### src/common/brs_pkg.sv
// Function
// - Bonded channel runs four-state sync machine
// - Valid data character reports code 000
// - Valid non-framing special character reports 001
// - Variant A: buffer add/drop failure reports 010
// - Variant B: channel lock 010 before alignment
// - Framing pattern match reports 011 with data
// - Undecodable character reports 100 with C0.7
// - Loss of sync or alignment reports 101
// - Variant B: PLL unlock independent reports 101
// - Variant B: buffer under/overflow reports 101
// - Disparity error reports 110 with decoder data
// - Realigning reports 111 with framing character
// - Deskew expiry, bond inhibit low: bonding fails
// - Buffer or PLL error: lose sync; decoder error does too while realigning
// - Four consecutive framing characters reach lock
// - Four consecutive decoder errors leave lock
// - Invalid minus valid reaching four leaves lock
// - Valid non-framing character reaches lock
// - Machine runs only when channels bonded
// Purpose: Constants shared by the bonded receive sync status block
// Assumes: AXI4-Lite register access, 32-bit data
// Notes:   Status codes are the 3-bit per-character codes
package brs_pkg;

  localparam logic [2:0] BRS_ST_DATA    = 3'h0;
  localparam logic [2:0] BRS_ST_SPECIAL = 3'h1;
  localparam logic [2:0] BRS_ST_BUF_LCK = 3'h2;
  localparam logic [2:0] BRS_ST_FRAMING = 3'h3;
  localparam logic [2:0] BRS_ST_VIOL    = 3'h4;
  localparam logic [2:0] BRS_ST_LOSS    = 3'h5;
  localparam logic [2:0] BRS_ST_DISP    = 3'h6;
  localparam logic [2:0] BRS_ST_RESYNC  = 3'h7;

  // Replacement character C0.7 and the comma-class special characters
  localparam logic [7:0] BRS_CHAR_C07   = 8'hE0;
  localparam logic [7:0] BRS_CHAR_K285  = 8'hBC;
  localparam logic [7:0] BRS_CHAR_K281  = 8'h3C;
  localparam logic [7:0] BRS_CHAR_K287  = 8'hFC;

  localparam logic [2:0] BRS_FRAME_COUNT = 3'h4;
  localparam logic [2:0] BRS_ERR_COUNT   = 3'h4;
  localparam logic [2:0] BRS_IMV_LIMIT   = 3'h4;

  localparam logic [11:0] BRS_OFF_CTRL    = 12'h000;
  localparam logic [11:0] BRS_OFF_STATE   = 12'h004;
  localparam logic [11:0] BRS_OFF_LOSSCNT = 12'h008;
  localparam logic [11:0] BRS_OFF_CHARCNT = 12'h00C;

  localparam logic [1:0]  BRS_CTRL_RESET  = 2'h1;
  localparam logic [15:0] BRS_CNT_RESET   = 16'h0000;

  localparam logic [1:0] BRS_RESP_OKAY   = 2'h0;
  localparam logic [1:0] BRS_RESP_DECERR = 2'h3;

  typedef enum logic [3:0] {
    st_unsync            = 4'h1,
    st_realign           = 4'h2,
    st_locked            = 4'h4,
    bonding_failed_state = 4'h8
  } brs_state_e;

endpackage

### src/rtl/brs_sync.sv
// Purpose: Two-flop synchroniser for pin-level inputs
// Assumes: Inputs are slow levels relative to aclk
// Notes:   First stage feeds only the second stage
`timescale 1ns/10ps
module brs_sync #(
  parameter int WIDTH = 1
) (
  input  wire logic             aclk,
  input  wire logic             aresetn,
  input  wire logic [WIDTH-1:0] async_in,
  output logic      [WIDTH-1:0] sync_out
);
  logic [WIDTH-1:0] meta_reg;

  always_ff @(posedge aclk) begin
    if (!aresetn) begin
      meta_reg <= '0;
      sync_out <= '0;
    end else begin
      meta_reg <= async_in;
      sync_out <= meta_reg;
    end
  end
endmodule

### src/rtl/brs_top.sv
// Purpose: Per-channel bonded receive synchronisation and status coding
// Assumes: Decoder flags arrive on aclk, qualified by char_valid
// Notes:   Mode, inhibit and framing select are pins and get synchronised
`timescale 1ns/10ps
module brs_top (
  input  wire logic        aclk,
  input  wire logic        aresetn,
  input  wire logic [1:0]  rx_config_select,
  input  wire logic        bond_inhibit,
  input  wire logic        framing_pattern_select,
  input  wire logic        char_valid,
  input  wire logic [7:0]  char_data,
  input  wire logic        char_special,
  input  wire logic        code_violation,
  input  wire logic        disparity_error,
  input  wire logic        buffer_error,
  input  wire logic        pll_unlock,
  input  wire logic        deskew_expired,
  input  wire logic        channel_lock,
  output logic             rx_out_valid,
  output logic [7:0]       rx_data_out,
  output logic [2:0]       rx_char_status_code,
  input  wire logic [11:0] s_axil_awaddr,
  input  wire logic        s_axil_awvalid,
  output logic             s_axil_awready,
  input  wire logic [31:0] s_axil_wdata,
  input  wire logic [3:0]  s_axil_wstrb,
  input  wire logic        s_axil_wvalid,
  output logic             s_axil_wready,
  output logic [1:0]       s_axil_bresp,
  output logic             s_axil_bvalid,
  input  wire logic        s_axil_bready,
  input  wire logic [11:0] s_axil_araddr,
  input  wire logic        s_axil_arvalid,
  output logic             s_axil_arready,
  output logic [31:0]      s_axil_rdata,
  output logic [1:0]       s_axil_rresp,
  output logic             s_axil_rvalid,
  input  wire logic        s_axil_rready
);
  import brs_pkg::*;

  // Lowest priority number first: 101,010,111,100,011,110,001,000
  function automatic logic [2:0] brs_pick(input logic [7:0] cand);
    logic [2:0] code;
    code = BRS_ST_DATA;
    if (cand[BRS_ST_LOSS])
      code = BRS_ST_LOSS;
    else if (cand[BRS_ST_BUF_LCK])
      code = BRS_ST_BUF_LCK;
    else if (cand[BRS_ST_RESYNC])
      code = BRS_ST_RESYNC;
    else if (cand[BRS_ST_VIOL])
      code = BRS_ST_VIOL;
    else if (cand[BRS_ST_FRAMING])
      code = BRS_ST_FRAMING;
    else if (cand[BRS_ST_DISP])
      code = BRS_ST_DISP;
    else if (cand[BRS_ST_SPECIAL])
      code = BRS_ST_SPECIAL;
    return code;
  endfunction

  // Saturating step used by both error counters
  function automatic logic [2:0] brs_inc(input logic [2:0] v);
    return (v == 3'h7) ? v : 3'(v + 3'h1);
  endfunction

  logic [3:0] pins_sync;
  logic       bonded;
  logic       variant_b;
  logic       inhibit_s;
  logic       frame_sel_s;

  brs_sync #(
    .WIDTH (4)
  ) u_pin_sync (
    .aclk     (aclk),
    .aresetn  (aresetn),
    .async_in ({rx_config_select, bond_inhibit, framing_pattern_select}),
    .sync_out (pins_sync)
  );

  assign bonded      = pins_sync[3];
  assign variant_b   = pins_sync[2];
  assign inhibit_s   = pins_sync[1];
  assign frame_sel_s = pins_sync[0];

  // Register file state
  logic [1:0]  ctrl_reg;
  logic [15:0] loss_cnt_reg;
  logic [15:0] char_cnt_reg;
  logic        resync_pulse;

  // Character classification
  logic       is_framing;
  logic       dec_err;
  logic       loss_cond;
  logic       sync_en;
  logic       take;

  // Frame select 0 takes only K28.5, 1 takes any comma-class special
  always_comb begin
    is_framing = 1'b0;
    if (char_special && !code_violation && !disparity_error) begin
      if (!frame_sel_s)
        is_framing = (char_data == BRS_CHAR_K285);
      else
        is_framing = (char_data == BRS_CHAR_K285) || (char_data == BRS_CHAR_K281) ||
                     (char_data == BRS_CHAR_K287);
    end
  end

  assign dec_err   = code_violation | disparity_error;
  assign loss_cond = buffer_error | pll_unlock;
  assign sync_en   = bonded & ctrl_reg[0];
  assign take      = char_valid;

  brs_state_e state_reg;
  brs_state_e state_next;
  logic [2:0] frame_cnt_reg;
  logic [2:0] frame_cnt_next;
  logic [2:0] err_cnt_reg;
  logic [2:0] err_cnt_next;
  logic [2:0] imv_reg;
  logic [2:0] imv_next;

  // Next state, evaluated once per received character
  always_comb begin
    state_next     = state_reg;
    frame_cnt_next = frame_cnt_reg;
    err_cnt_next   = err_cnt_reg;
    imv_next       = imv_reg;
    unique case (state_reg)
      st_unsync: begin
        frame_cnt_next = 3'h0;
        err_cnt_next   = 3'h0;
        imv_next       = 3'h0;
        if (is_framing && !loss_cond) begin
          state_next     = st_realign;
          frame_cnt_next = 3'h1;
        end
      end
      st_realign: begin
        if (loss_cond || dec_err) begin
          state_next = st_unsync;
        end else if (!inhibit_s && deskew_expired) begin
          state_next = bonding_failed_state;
        end else if (variant_b) begin
          if (channel_lock)
            state_next = st_locked;
        end else if (is_framing) begin
          frame_cnt_next = brs_inc(frame_cnt_reg);
          if (brs_inc(frame_cnt_reg) >= BRS_FRAME_COUNT)
            state_next = st_locked;
        end else begin
          state_next = st_locked;
        end
        if (state_next == st_locked) begin
          err_cnt_next = 3'h0;
          imv_next     = 3'h0;
        end
      end
      st_locked: begin
        if (dec_err) begin
          err_cnt_next = brs_inc(err_cnt_reg);
          imv_next     = brs_inc(imv_reg);
        end else begin
          err_cnt_next = 3'h0;
          imv_next     = (imv_reg == 3'h0) ? imv_reg : 3'(imv_reg - 3'h1);
        end
        if (loss_cond ||
            (err_cnt_next >= BRS_ERR_COUNT) ||
            (imv_next >= BRS_IMV_LIMIT))
          state_next = st_unsync;
      end
      bonding_failed_state: begin
        if (loss_cond)
          state_next = st_unsync;
      end
    endcase
  end

  // Sync machine: held unsynchronised while not bonded or not enabled, or on soft resync
  always_ff @(posedge aclk) begin
    if (!aresetn) begin
      state_reg     <= st_unsync;
      frame_cnt_reg <= 3'h0;
      err_cnt_reg   <= 3'h0;
      imv_reg       <= 3'h0;
    end else if (!sync_en || resync_pulse) begin
      state_reg     <= st_unsync;
      frame_cnt_reg <= 3'h0;
      err_cnt_reg   <= 3'h0;
      imv_reg       <= 3'h0;
    end else if (take) begin
      state_reg     <= state_next;
      frame_cnt_reg <= frame_cnt_next;
      err_cnt_reg   <= err_cnt_next;
      imv_reg       <= imv_next;
    end
  end

  // Candidate codes for the character in hand
  logic [7:0] cand;
  logic [2:0] code_next;
  logic [7:0] data_next;

  always_comb begin
    cand = 8'h00;
    if (code_violation)
      cand[BRS_ST_VIOL] = 1'b1;
    else if (disparity_error)
      cand[BRS_ST_DISP] = 1'b1;
    else if (is_framing)
      cand[BRS_ST_FRAMING] = 1'b1;
    else if (char_special)
      cand[BRS_ST_SPECIAL] = 1'b1;
    else
      cand[BRS_ST_DATA] = 1'b1;
    if (!sync_en) begin
      cand[BRS_ST_LOSS] = pll_unlock;
      if (variant_b)
        cand[BRS_ST_LOSS] = pll_unlock | buffer_error;
      else
        cand[BRS_ST_BUF_LCK] = buffer_error;
    end else begin
      if (variant_b)
        cand[BRS_ST_LOSS] = buffer_error | pll_unlock;
      else begin
        cand[BRS_ST_BUF_LCK] = buffer_error;
        cand[BRS_ST_LOSS]    = pll_unlock;
      end
      unique case (state_reg)
        st_unsync:
          cand[BRS_ST_LOSS] = 1'b1;
        st_realign: begin
          cand[BRS_ST_RESYNC] = 1'b1;
          if (variant_b && state_next == st_locked)
            cand[BRS_ST_BUF_LCK] = 1'b1;
        end
        st_locked:
          if (state_next == st_unsync)
            cand[BRS_ST_LOSS] = 1'b1;
        bonding_failed_state:
          cand[BRS_ST_LOSS] = 1'b1;
      endcase
    end
    code_next = brs_pick(cand);
    data_next = code_violation ? BRS_CHAR_C07 : char_data;
  end

  // Output register, one entry per character
  always_ff @(posedge aclk) begin
    if (!aresetn) begin
      rx_out_valid        <= 1'b0;
      rx_data_out         <= 8'h00;
      rx_char_status_code <= BRS_ST_LOSS;
    end else begin
      rx_out_valid <= take;
      if (take) begin
        rx_data_out         <= data_next;
        rx_char_status_code <= code_next;
      end
    end
  end

  // Statistics; a counting event in the clearing cycle survives as one
  logic lost_lock;
  assign lost_lock = take && sync_en && !resync_pulse &&
                     (state_reg == st_locked) && (state_next == st_unsync);

  // AXI4-Lite write side: address and data may arrive in either order
  logic        aw_got_reg;
  logic        w_got_reg;
  logic [11:0] awaddr_reg;
  logic [31:0] wdata_reg;
  logic [3:0]  wstrb_reg;
  logic        do_write;

  assign s_axil_awready = !aw_got_reg;
  assign s_axil_wready  = !w_got_reg;
  assign do_write       = aw_got_reg && w_got_reg && !s_axil_bvalid;

  always_ff @(posedge aclk) begin
    if (!aresetn) begin
      aw_got_reg <= 1'b0;
      w_got_reg  <= 1'b0;
      awaddr_reg <= 12'h000;
      wdata_reg  <= 32'h00000000;
      wstrb_reg  <= 4'h0;
    end else begin
      if (s_axil_awvalid && s_axil_awready) begin
        aw_got_reg <= 1'b1;
        awaddr_reg <= s_axil_awaddr;
      end else if (s_axil_bvalid && s_axil_bready) begin
        aw_got_reg <= 1'b0;
      end
      if (s_axil_wvalid && s_axil_wready) begin
        w_got_reg <= 1'b1;
        wdata_reg <= s_axil_wdata;
        wstrb_reg <= s_axil_wstrb;
      end else if (s_axil_bvalid && s_axil_bready) begin
        w_got_reg <= 1'b0;
      end
    end
  end

  logic wr_ctrl;
  logic wr_loss;
  logic wr_known;
  assign wr_ctrl  = do_write && (awaddr_reg[11:2] == BRS_OFF_CTRL[11:2]);
  assign wr_loss  = do_write && (awaddr_reg[11:2] == BRS_OFF_LOSSCNT[11:2]);
  assign wr_known = (awaddr_reg[11:2] == BRS_OFF_CTRL[11:2]) ||
                    (awaddr_reg[11:2] == BRS_OFF_STATE[11:2]) ||
                    (awaddr_reg[11:2] == BRS_OFF_LOSSCNT[11:2]) ||
                    (awaddr_reg[11:2] == BRS_OFF_CHARCNT[11:2]);

  always_ff @(posedge aclk) begin
    if (!aresetn) begin
      s_axil_bvalid <= 1'b0;
      s_axil_bresp  <= BRS_RESP_OKAY;
    end else if (do_write) begin
      s_axil_bvalid <= 1'b1;
      s_axil_bresp  <= wr_known ? BRS_RESP_OKAY : BRS_RESP_DECERR;
    end else if (s_axil_bready) begin
      s_axil_bvalid <= 1'b0;
    end
  end

  // Resync is write-one, self-clearing; enable bit is plain storage
  always_ff @(posedge aclk) begin
    if (!aresetn) begin
      ctrl_reg     <= BRS_CTRL_RESET;
      resync_pulse <= 1'b0;
    end else begin
      resync_pulse <= wr_ctrl && wstrb_reg[0] && wdata_reg[1];
      if (wr_ctrl && wstrb_reg[0])
        ctrl_reg <= {1'b0, wdata_reg[0]};
    end
  end

  always_ff @(posedge aclk) begin
    if (!aresetn) begin
      loss_cnt_reg <= BRS_CNT_RESET;
    end else if (wr_loss) begin
      loss_cnt_reg <= lost_lock ? 16'h0001 : BRS_CNT_RESET;
    end else if (lost_lock && loss_cnt_reg != 16'hFFFF) begin
      loss_cnt_reg <= 16'(loss_cnt_reg + 16'h0001);
    end
  end

  always_ff @(posedge aclk) begin
    if (!aresetn) begin
      char_cnt_reg <= BRS_CNT_RESET;
    end else if (take) begin
      char_cnt_reg <= 16'(char_cnt_reg + 16'h0001);
    end
  end

  // AXI4-Lite read side: answer one cycle after the address is taken
  logic [31:0] rd_word;
  logic        rd_known;

  always_comb begin
    rd_word  = 32'h00000000;
    rd_known = 1'b1;
    if (s_axil_araddr[11:2] == BRS_OFF_CTRL[11:2])
      rd_word = {30'h0000000, ctrl_reg};
    else if (s_axil_araddr[11:2] == BRS_OFF_STATE[11:2])
      rd_word = {21'h00000, rx_char_status_code, 2'h0, bonded, variant_b, state_reg};
    else if (s_axil_araddr[11:2] == BRS_OFF_LOSSCNT[11:2])
      rd_word = {16'h0000, loss_cnt_reg};
    else if (s_axil_araddr[11:2] == BRS_OFF_CHARCNT[11:2])
      rd_word = {16'h0000, char_cnt_reg};
    else
      rd_known = 1'b0;
  end

  assign s_axil_arready = !s_axil_rvalid;

  always_ff @(posedge aclk) begin
    if (!aresetn) begin
      s_axil_rvalid <= 1'b0;
      s_axil_rdata  <= 32'h00000000;
      s_axil_rresp  <= BRS_RESP_OKAY;
    end else if (s_axil_arvalid && s_axil_arready) begin
      s_axil_rvalid <= 1'b1;
      s_axil_rdata  <= rd_word;
      s_axil_rresp  <= rd_known ? BRS_RESP_OKAY : BRS_RESP_DECERR;
    end else if (s_axil_rready) begin
      s_axil_rvalid <= 1'b0;
    end
  end

endmodule
### config.mk
export PLATFORM = sky130hd
export DESIGN_NAME = brs_top
export DESIGN_NICKNAME = d
export VERILOG_FILES = /design/src/common/brs_pkg.sv /design/src/rtl/brs_sync.sv /design/src/rtl/brs_top.sv
export SDC_FILE = /design/constraint.sdc
export NUM_CORES = 1
export LEC_CHECK = 0
export BUFFER_PORTS_ARGS = -buffer_cell sky130_fd_sc_hd__buf_4
export CAP_MARGIN = 20
export CORE_ASPECT_RATIO = 0.7
export CORE_MARGIN = 2
export CORE_UTILIZATION = 50
export CTS_CLUSTER_DIAMETER = 100
export DETAILED_ROUTE_END_ITERATION = 10
export GPL_TIMING_DRIVEN = 1
export PLACE_DENSITY = 0.81
export SKIP_CTS_REPAIR_TIMING = 1
export SLEW_MARGIN = 0
export SYNTH_ARGS = -nofsm -noshare
export SYNTH_HDL_FRONTEND = slang
export SYNTH_HIERARCHICAL = 1
export SYNTH_SLANG_ARGS = --single-unit
### constraint.sdc
create_clock -name aclk -period 3.9 [get_ports aclk]
set_input_delay 0.195 -clock aclk [delete_from_list [all_inputs] [get_ports aclk]]
set_output_delay 0.195 -clock aclk [all_outputs]
set_load 0.01 [all_outputs]
==> impl_results.md, run 1 <==
- Run status: complete, no violations
- Sum Neg Setup Slack: 0 ns
- Synthesized area per cell: 8.59 um^2
- DRT Pass-1 Iters: 5
- Clock Power Share: 0.414
- CP Data Required Time: 4.13 ns
- Net Sw Power: 512 uW
- Post-DR wirelength/cell: 15.6 um
- Drt total wl: 12.6 mm
- Ranking of synthesized cells by area: dfxtp_1 (39%), nand2_1 (5.3%), and2_1 (4.9%)
- RR Endpoint: loss_cnt_reg[15]
- Die W: 126 um
- Max-Cap Viols: 0
- Routability-driven placement congestion ratio: 0.871
- Final Skew: 0.0108 ns
- Crit path max fanout: 16
- Drt initial violations: 346
- Area grow syn2layout: 17.3%
- RSZ-0062 raised after global routing: no
- Post-synth EDFFs: 0
- Minimum clock period: 2.51 ns
- Synth Instances: 608
- Crit path kind: register to register
- Fraction of layout cells with a size suffix above 1: 0.185
- Lkg Pwr: 0.00247 uW
- Number of global-route vias before repair: 4184
- IO Count: 140
- Synth warn: 6
- DP HPWL: 9.12 mm
- Sequential area share after synthesis: 0.391
- CTS root buf: clkbuf_16
- Post-synthesis async set-or-reset flop share: 0
- Site Rows: 31
- IO Port Bufs: 86
- Main synth FF type: dfxtp_1
- Post-route setup slack: 1.39 ns
- Full die area: 0.0113 mm^2
- Slew @ Worst Pin: 0.762 ns
- Hold path startpoint: bond_inhibit
- Sequential Power Share: 0.497
- Cell Pwr Density: 357 mW/mm^2
- Core Box Area: 0.0102 mm^2
- Slew margin rel.: 0.490
- GRT Util Overall: 0.225
- Clk buf depth: 2
- GRT overflow: 0
- Synth top area share: 0.391
- Clock Pin Slew Worst Setup and Hold Paths: 0.07 ns
- R2R cell count: 6
- Post-synth top area cell: dfxtp_1
- CP Launch Type: register
- Antenna violations before repair: 0
- Initial Utilization: 0.510
- Filler Cells Inserted: 875
- CTS tree: yes
- WP data arrival: 2.74 ns
- Routed vias: 4561
- Power, Total: 2180 uW
- DRT antenna net count: 0
- H-tree depth: 3
- Final worst-path cycle share: 0.643
- Combinational Power Share: 0.090
- R2r setup slk: 1.39 ns
- Total CTS buffers: 9
- Min Hold Slack: 0.0578 ns
- Fmax: 0.399 GHz
- Worst IR drop on VDD: 0.000211 V
- Largest net degree at the start of global routing: 78
- R2R Path Start: state_reg[2]
- Switching part of the total: 0.234
- First-pass GRT wire length: 20.3 mm
- Hold path cells: 2
- Dpl ws: 1.47 ns
- DRC viols: 0
- Worst min path class: input pin to register
- Count of final max-slew check failures: 0
- Endpoint, Worst Hold: u_pin_sync/meta_reg[1]
- Cell variety after synth: 70
- Insertion delay to the later sink of the worst-skew pair: 0.35 ns
- CP Capture Type: register
- CTS sink cnt: 102
- Netlist Area Pre-Place: 0.00522 mm^2
- Pint: 1670 uW
- Seq cells post-synth: 102
- Via-to-Cell Ratio: 5.64
- Nets: 766
- Die height: 89.5 um
- Number of diodes: 0
- Hold Vio Cnt, Final: 0
- Final setup viols: 0
==> power groups by stage <==
stage,logic (uW),registers [uW],clock network [uW]
after detailed placement,195,1110,0
after floorplan,121,1110,0
after CTS,196,1080,923
after global routing,215,1090,969
after global placement,191,1110,0
final,196,1080,904
==> worst max-delay path: stages, from the launching register on <==
cell and delay [ns]:
dfxtp_1 0.63, or3b_2 0.57, nor2_4 0.21, o311a_4 0.35
nand2_2 0.10, nor3b_2 0.19, mux2_2 0.35
==> final cells by class <==
cell class | count | area [um^2] | area share
timing repair buffer | 86 | 646 | 0.105
clock buffer | 11 | 243 | 0.0396
clock inverter | 5 | 58.8 | 0.00960
tap | 132 | 165 | 0.0270
multi-input combinational | 461 | 2930 | 0.478
sequential | 102 | 2040 | 0.333
inverter | 12 | 45.0 | 0.00735
==> metal layers <==
metal	global-route usage	vias up	routed length (um)
li1	-	2227	-
met1	0.307	2150	5880
met2	0.366	164	5630
met3	0.0497	20	931
met4	0.0579	0	152
met5	0	-	0
==> cells in the mapped netlist (2+ instances only) <==
| library cell | count |
|---|---|
| a211oi_1 | 3 |
| a21boi_0 | 11 |
| a21oi_1 | 19 |
| a22o_1 | 6 |
| a22oi_1 | 12 |
| a31oi_1 | 5 |
| and2_1 | 41 |
| and3_1 | 16 |
| and4_1 | 2 |
| and4b_1 | 2 |
| buf_1 | 2 |
| buf_2 | 7 |
| buf_4 | 18 |
| clkbuf_1 | 20 |
| dfxtp_1 | 102 |
| ha_1 | 7 |
| inv_1 | 12 |
| mux2_2 | 6 |
| mux2i_1 | 15 |
| nand2_1 | 74 |
| nand2b_1 | 9 |
| nand3_1 | 18 |
| nand3b_1 | 3 |
| nand4_1 | 10 |
| nand4b_1 | 4 |
| nor2_1 | 39 |
| nor2b_1 | 25 |
| nor3_1 | 7 |
| nor4_1 | 6 |
| o211a_1 | 2 |
| o211ai_1 | 4 |
| o21ai_0 | 23 |
| o221a_2 | 6 |
| o22ai_1 | 3 |
| o31ai_1 | 3 |
| or3_1 | 2 |
| xnor2_1 | 15 |
| xor2_1 | 17 |
==> cells in the final DEF, fill, tap and decap left out, types with 5 or more instances in the layout <==
| master | instances |
|---|---|
| a21boi_0 | 11 |
| a21oi_1 | 19 |
| a22o_1 | 6 |
| a22oi_1 | 12 |
| a31oi_1 | 5 |
| and2_1 | 41 |
| and3_1 | 16 |
| buf_4 | 86 |
| clkbuf_16 | 9 |
| conb_1 | 16 |
| dfxtp_1 | 102 |
| ha_1 | 7 |
| inv_1 | 12 |
| mux2_2 | 6 |
| mux2i_1 | 15 |
| nand2_1 | 74 |
| nand2b_1 | 9 |
| nand3_1 | 18 |
| nand4_1 | 10 |
| nor2_1 | 39 |
| nor2b_1 | 25 |
| nor3_1 | 7 |
| nor4_1 | 6 |
| o21ai_0 | 23 |
| o221a_2 | 6 |
| xnor2_1 | 15 |
| xor2_1 | 17 |
==> cells by family after synthesis <==
group / count (synthesis) / synth area share
multiplexers: 22 / 0.0460
AO/OA/AOI/OAI: 114 / 0.157
other: 1 / 0.000718
AND/OR/NAND/NOR: 270 / 0.275
flip-flops: 102 / 0.391
XOR/XNOR: 32 / 0.0537
adder cells (fa/ha/maj): 7 / 0.0168
buffers and inverters: 60 / 0.0592
==> through the flow <==
stage          utilization  std cells  instance area [um^2]
3_3_place_gp         0.569        793                  5820
4_1_cts              0.598        809                  6130
3_5_place_dp         0.569        793                  5820
2_1_floorplan            -        623                  5280
6_report             0.598        809                  6130
5_1_grt              0.598        809                  6130
==> worst max path at each step <==
stage,startpoint,end,slack (ns),cells after the start
finish,state_reg[2],loss_cnt_reg[15],1.39,6
global route,state_reg[2],loss_cnt_reg[15],1.26,6
CTS,state_reg[2],loss_cnt_reg[15],1.43,6
detailed placement,state_reg[2],loss_cnt_reg[15],1.47,6
global placement,state_reg[2],loss_cnt_reg[15],1.45,6
floorplan,imv_reg[1],loss_cnt_reg[15],1.81,8
No activity file was read; power rests on OpenSTA's default activity.
==> inputs of run 2 (changes only) <==
CORE_UTILIZATION = 48   (was 50)
PLACE_DENSITY = 0.82   (was 0.81)
clock period = 2.15 ns   (was 3.9 ns; I/O delays follow)
==> run 2 against run 1 <==
The flow now finishes with violations (negative setup slack). Worst setup slack got worse by 1.4 ns. Clock skew increased by 0.0017 ns. Worst hold slack got worse by 0.046 ns. Largest cell class unchanged.
==> impl_results.md, run 2 (synthesized netlist as in run 1, its figures left out) <==
- Largest net degree at the start of global routing: 40
- Filler Cells Inserted: 913
- GRT Util Overall: 0.226
- Insertion delay to the later sink of the worst-skew pair: 0.35 ns
- Worst min path class: input pin to register
- Commonest non-fill, non-tap cell in the layout: buf_4
- CP Data Required Time: 2.37 ns
- Area grow syn2layout: 22.0%
- Final setup viols: 2
- Clk buf depth: 2
- Total CTS buffers: 9
- Fraction of layout cells with a size suffix above 1: 0.221
- Number of diodes: 0
- Register area: 0.00204 mm^2
- Minimum clock period: 2.20 ns
- GRT overflow: 0
- CTS sink cnt: 102
- Slew @ Worst Pin: 0.783 ns
- Final core occ: 0.608
- Lkg Pwr: 0.00262 uW
- DRT Pass-1 Iters: 5
- Die height: 91.3 um
- DRC viols: 0
- Nets: 796
- Count of final max-slew check failures: 0
- Antenna violations before repair: 0
- Cell Pwr Density: 620 mW/mm^2
- CTS root buf: clkbuf_16
- Run status: finished with violations
- Routed vias: 4739
- IO Port Bufs: 86
- R2R cell count: 8
- Commonest non-fill, non-tap cells in the layout: buf_4 (110), dfxtp_1 (100), nand2_1 (74)
- Crit path max fanout: 3
- Initial Utilization: 0.499
- Endpoint, Worst Hold: awaddr_reg[9]
- WP data arrival: 2.42 ns
- Core Box Area: 0.0105 mm^2
- Dpl ws: 0.00300 ns
- Drt initial violations: 412
- First-pass GRT wire length: 21.3 mm
- Fmax: 0.454 GHz
- Full die area: 0.0117 mm^2
- R2r setup slk: -0.05 ns
- Post-route setup slack: -0.0513 ns
- DRT antenna net count: 0
- Via-to-Cell Ratio: 5.65
- Routability-driven placement congestion ratio: 0.935
- Site Rows: 31
- Die W: 129 um
- RSZ-0062 raised after global routing: yes
- Area occupied by multi-input gates: 0.00294 mm^2
- Hold Vio Cnt, Final: 0
- Clock Pin Slew Worst Setup and Hold Paths: 0.07 ns
- R2R Path Start: imv_reg[1]
- CP Capture Type: register
- Hold path startpoint: s_axil_awaddr[9]
- Hold path cells: 3
- Slew margin rel.: 0.477
- Worst IR drop on VDD: 0.000411 V
- Drt total wl: 13.5 mm
- DP HPWL: 9.92 mm
- CP Launch Type: register
- Number of global-route vias before repair: 4424
- H-tree depth: 3
- Power, Total: 3950 uW
- IO Count: 140
- Final worst-path cycle share: 1.02
- Max-Cap Viols: 0
- CTS tree: yes
- Crit path kind: register to register
- Failing checks: negative setup slack
- RR Endpoint: rx_char_status_code[0]
- Final Skew: 0.0125 ns
- Post-DR wirelength/cell: 16.1 um
## run 2: cell count changes in the layout (fill, tap and decap cells not counted), moves of 2 or more
| cell | before | now |
|---|---|---|
| buf_4 | 86 | 110 |
| dlygate4sd3_1 | 0 | 5 |
| clkinv_4 | 1 | 4 |
| clkinvlp_4 | 2 | 0 |
| dfxtp_1 | 102 | 100 |
| dfxtp_2 | 0 | 2 |
| inv_8 | 0 | 2 |
## run 2: worst max-delay path by stage
stage / start / end / slack [ns] / cells past startpoint
after global routing: imv_reg[1] / rx_char_status_code[0] / -0.14 / 8
after CTS: imv_reg[0] / rx_char_status_code[0] / -0.02 / 8
after global placement: imv_reg[0] / rx_char_status_code[0] / 0.05 / 8
final: imv_reg[1] / rx_char_status_code[0] / -0.05 / 8
after detailed placement: imv_reg[0] / rx_char_status_code[2] / 0.003 / 8
after floorplan: imv_reg[1] / loss_cnt_reg[15] / 0.06 / 8
## run 2: through the flow
step	setup TNS (ns)	hold slack (ns)	instance area, um^2	instances
detailed placement	0	0.321	6000	817
global placement	0	0.314	6000	817
global route	-0.384	0.0101	6370	839
finish	-0.0792	0.0115	6370	839
CTS	-0.0510	-0.0427	6300	833
floorplan	0	0.229	5280	623
## run 2: final cells by class
type / count / area share
well taps: 132 / 0.0259
multi-input cells: 461 / 0.461
clock inverters: 7 / 0.0104
clock buffers: 9 / 0.0354
inverters: 12 / 0.00707
repair buffers: 116 / 0.139
flip-flops and latches: 102 / 0.321
## run 2: critical path, stage by stage, from the launching register on
cell and delay (ns):
dfxtp_2 0.32, inv_1 0.07, ha_1 0.14, or3b_4 0.38
and2_4 0.18, or2_1 0.24, o32a_1 0.36, a211oi_2 0.26
o22ai_1 0.13
## run 2: routing by layer
metal  up-vias  GRT usage  routed length (um)
met5         -          0                   0
met4         0     0.0553                 137
met3        16     0.0625                1180
met2       209      0.344                6010
met1      2233      0.315                6200
li1       2281          -                   -
## run 2: where the power goes
group	switching, uW	internal, uW	leakage [uW]
Clock	785	815	0.000144
Sequential	34.1	1930	0.000830
Combinational	201	182	0.00164
Total	1020	2930	0.00262
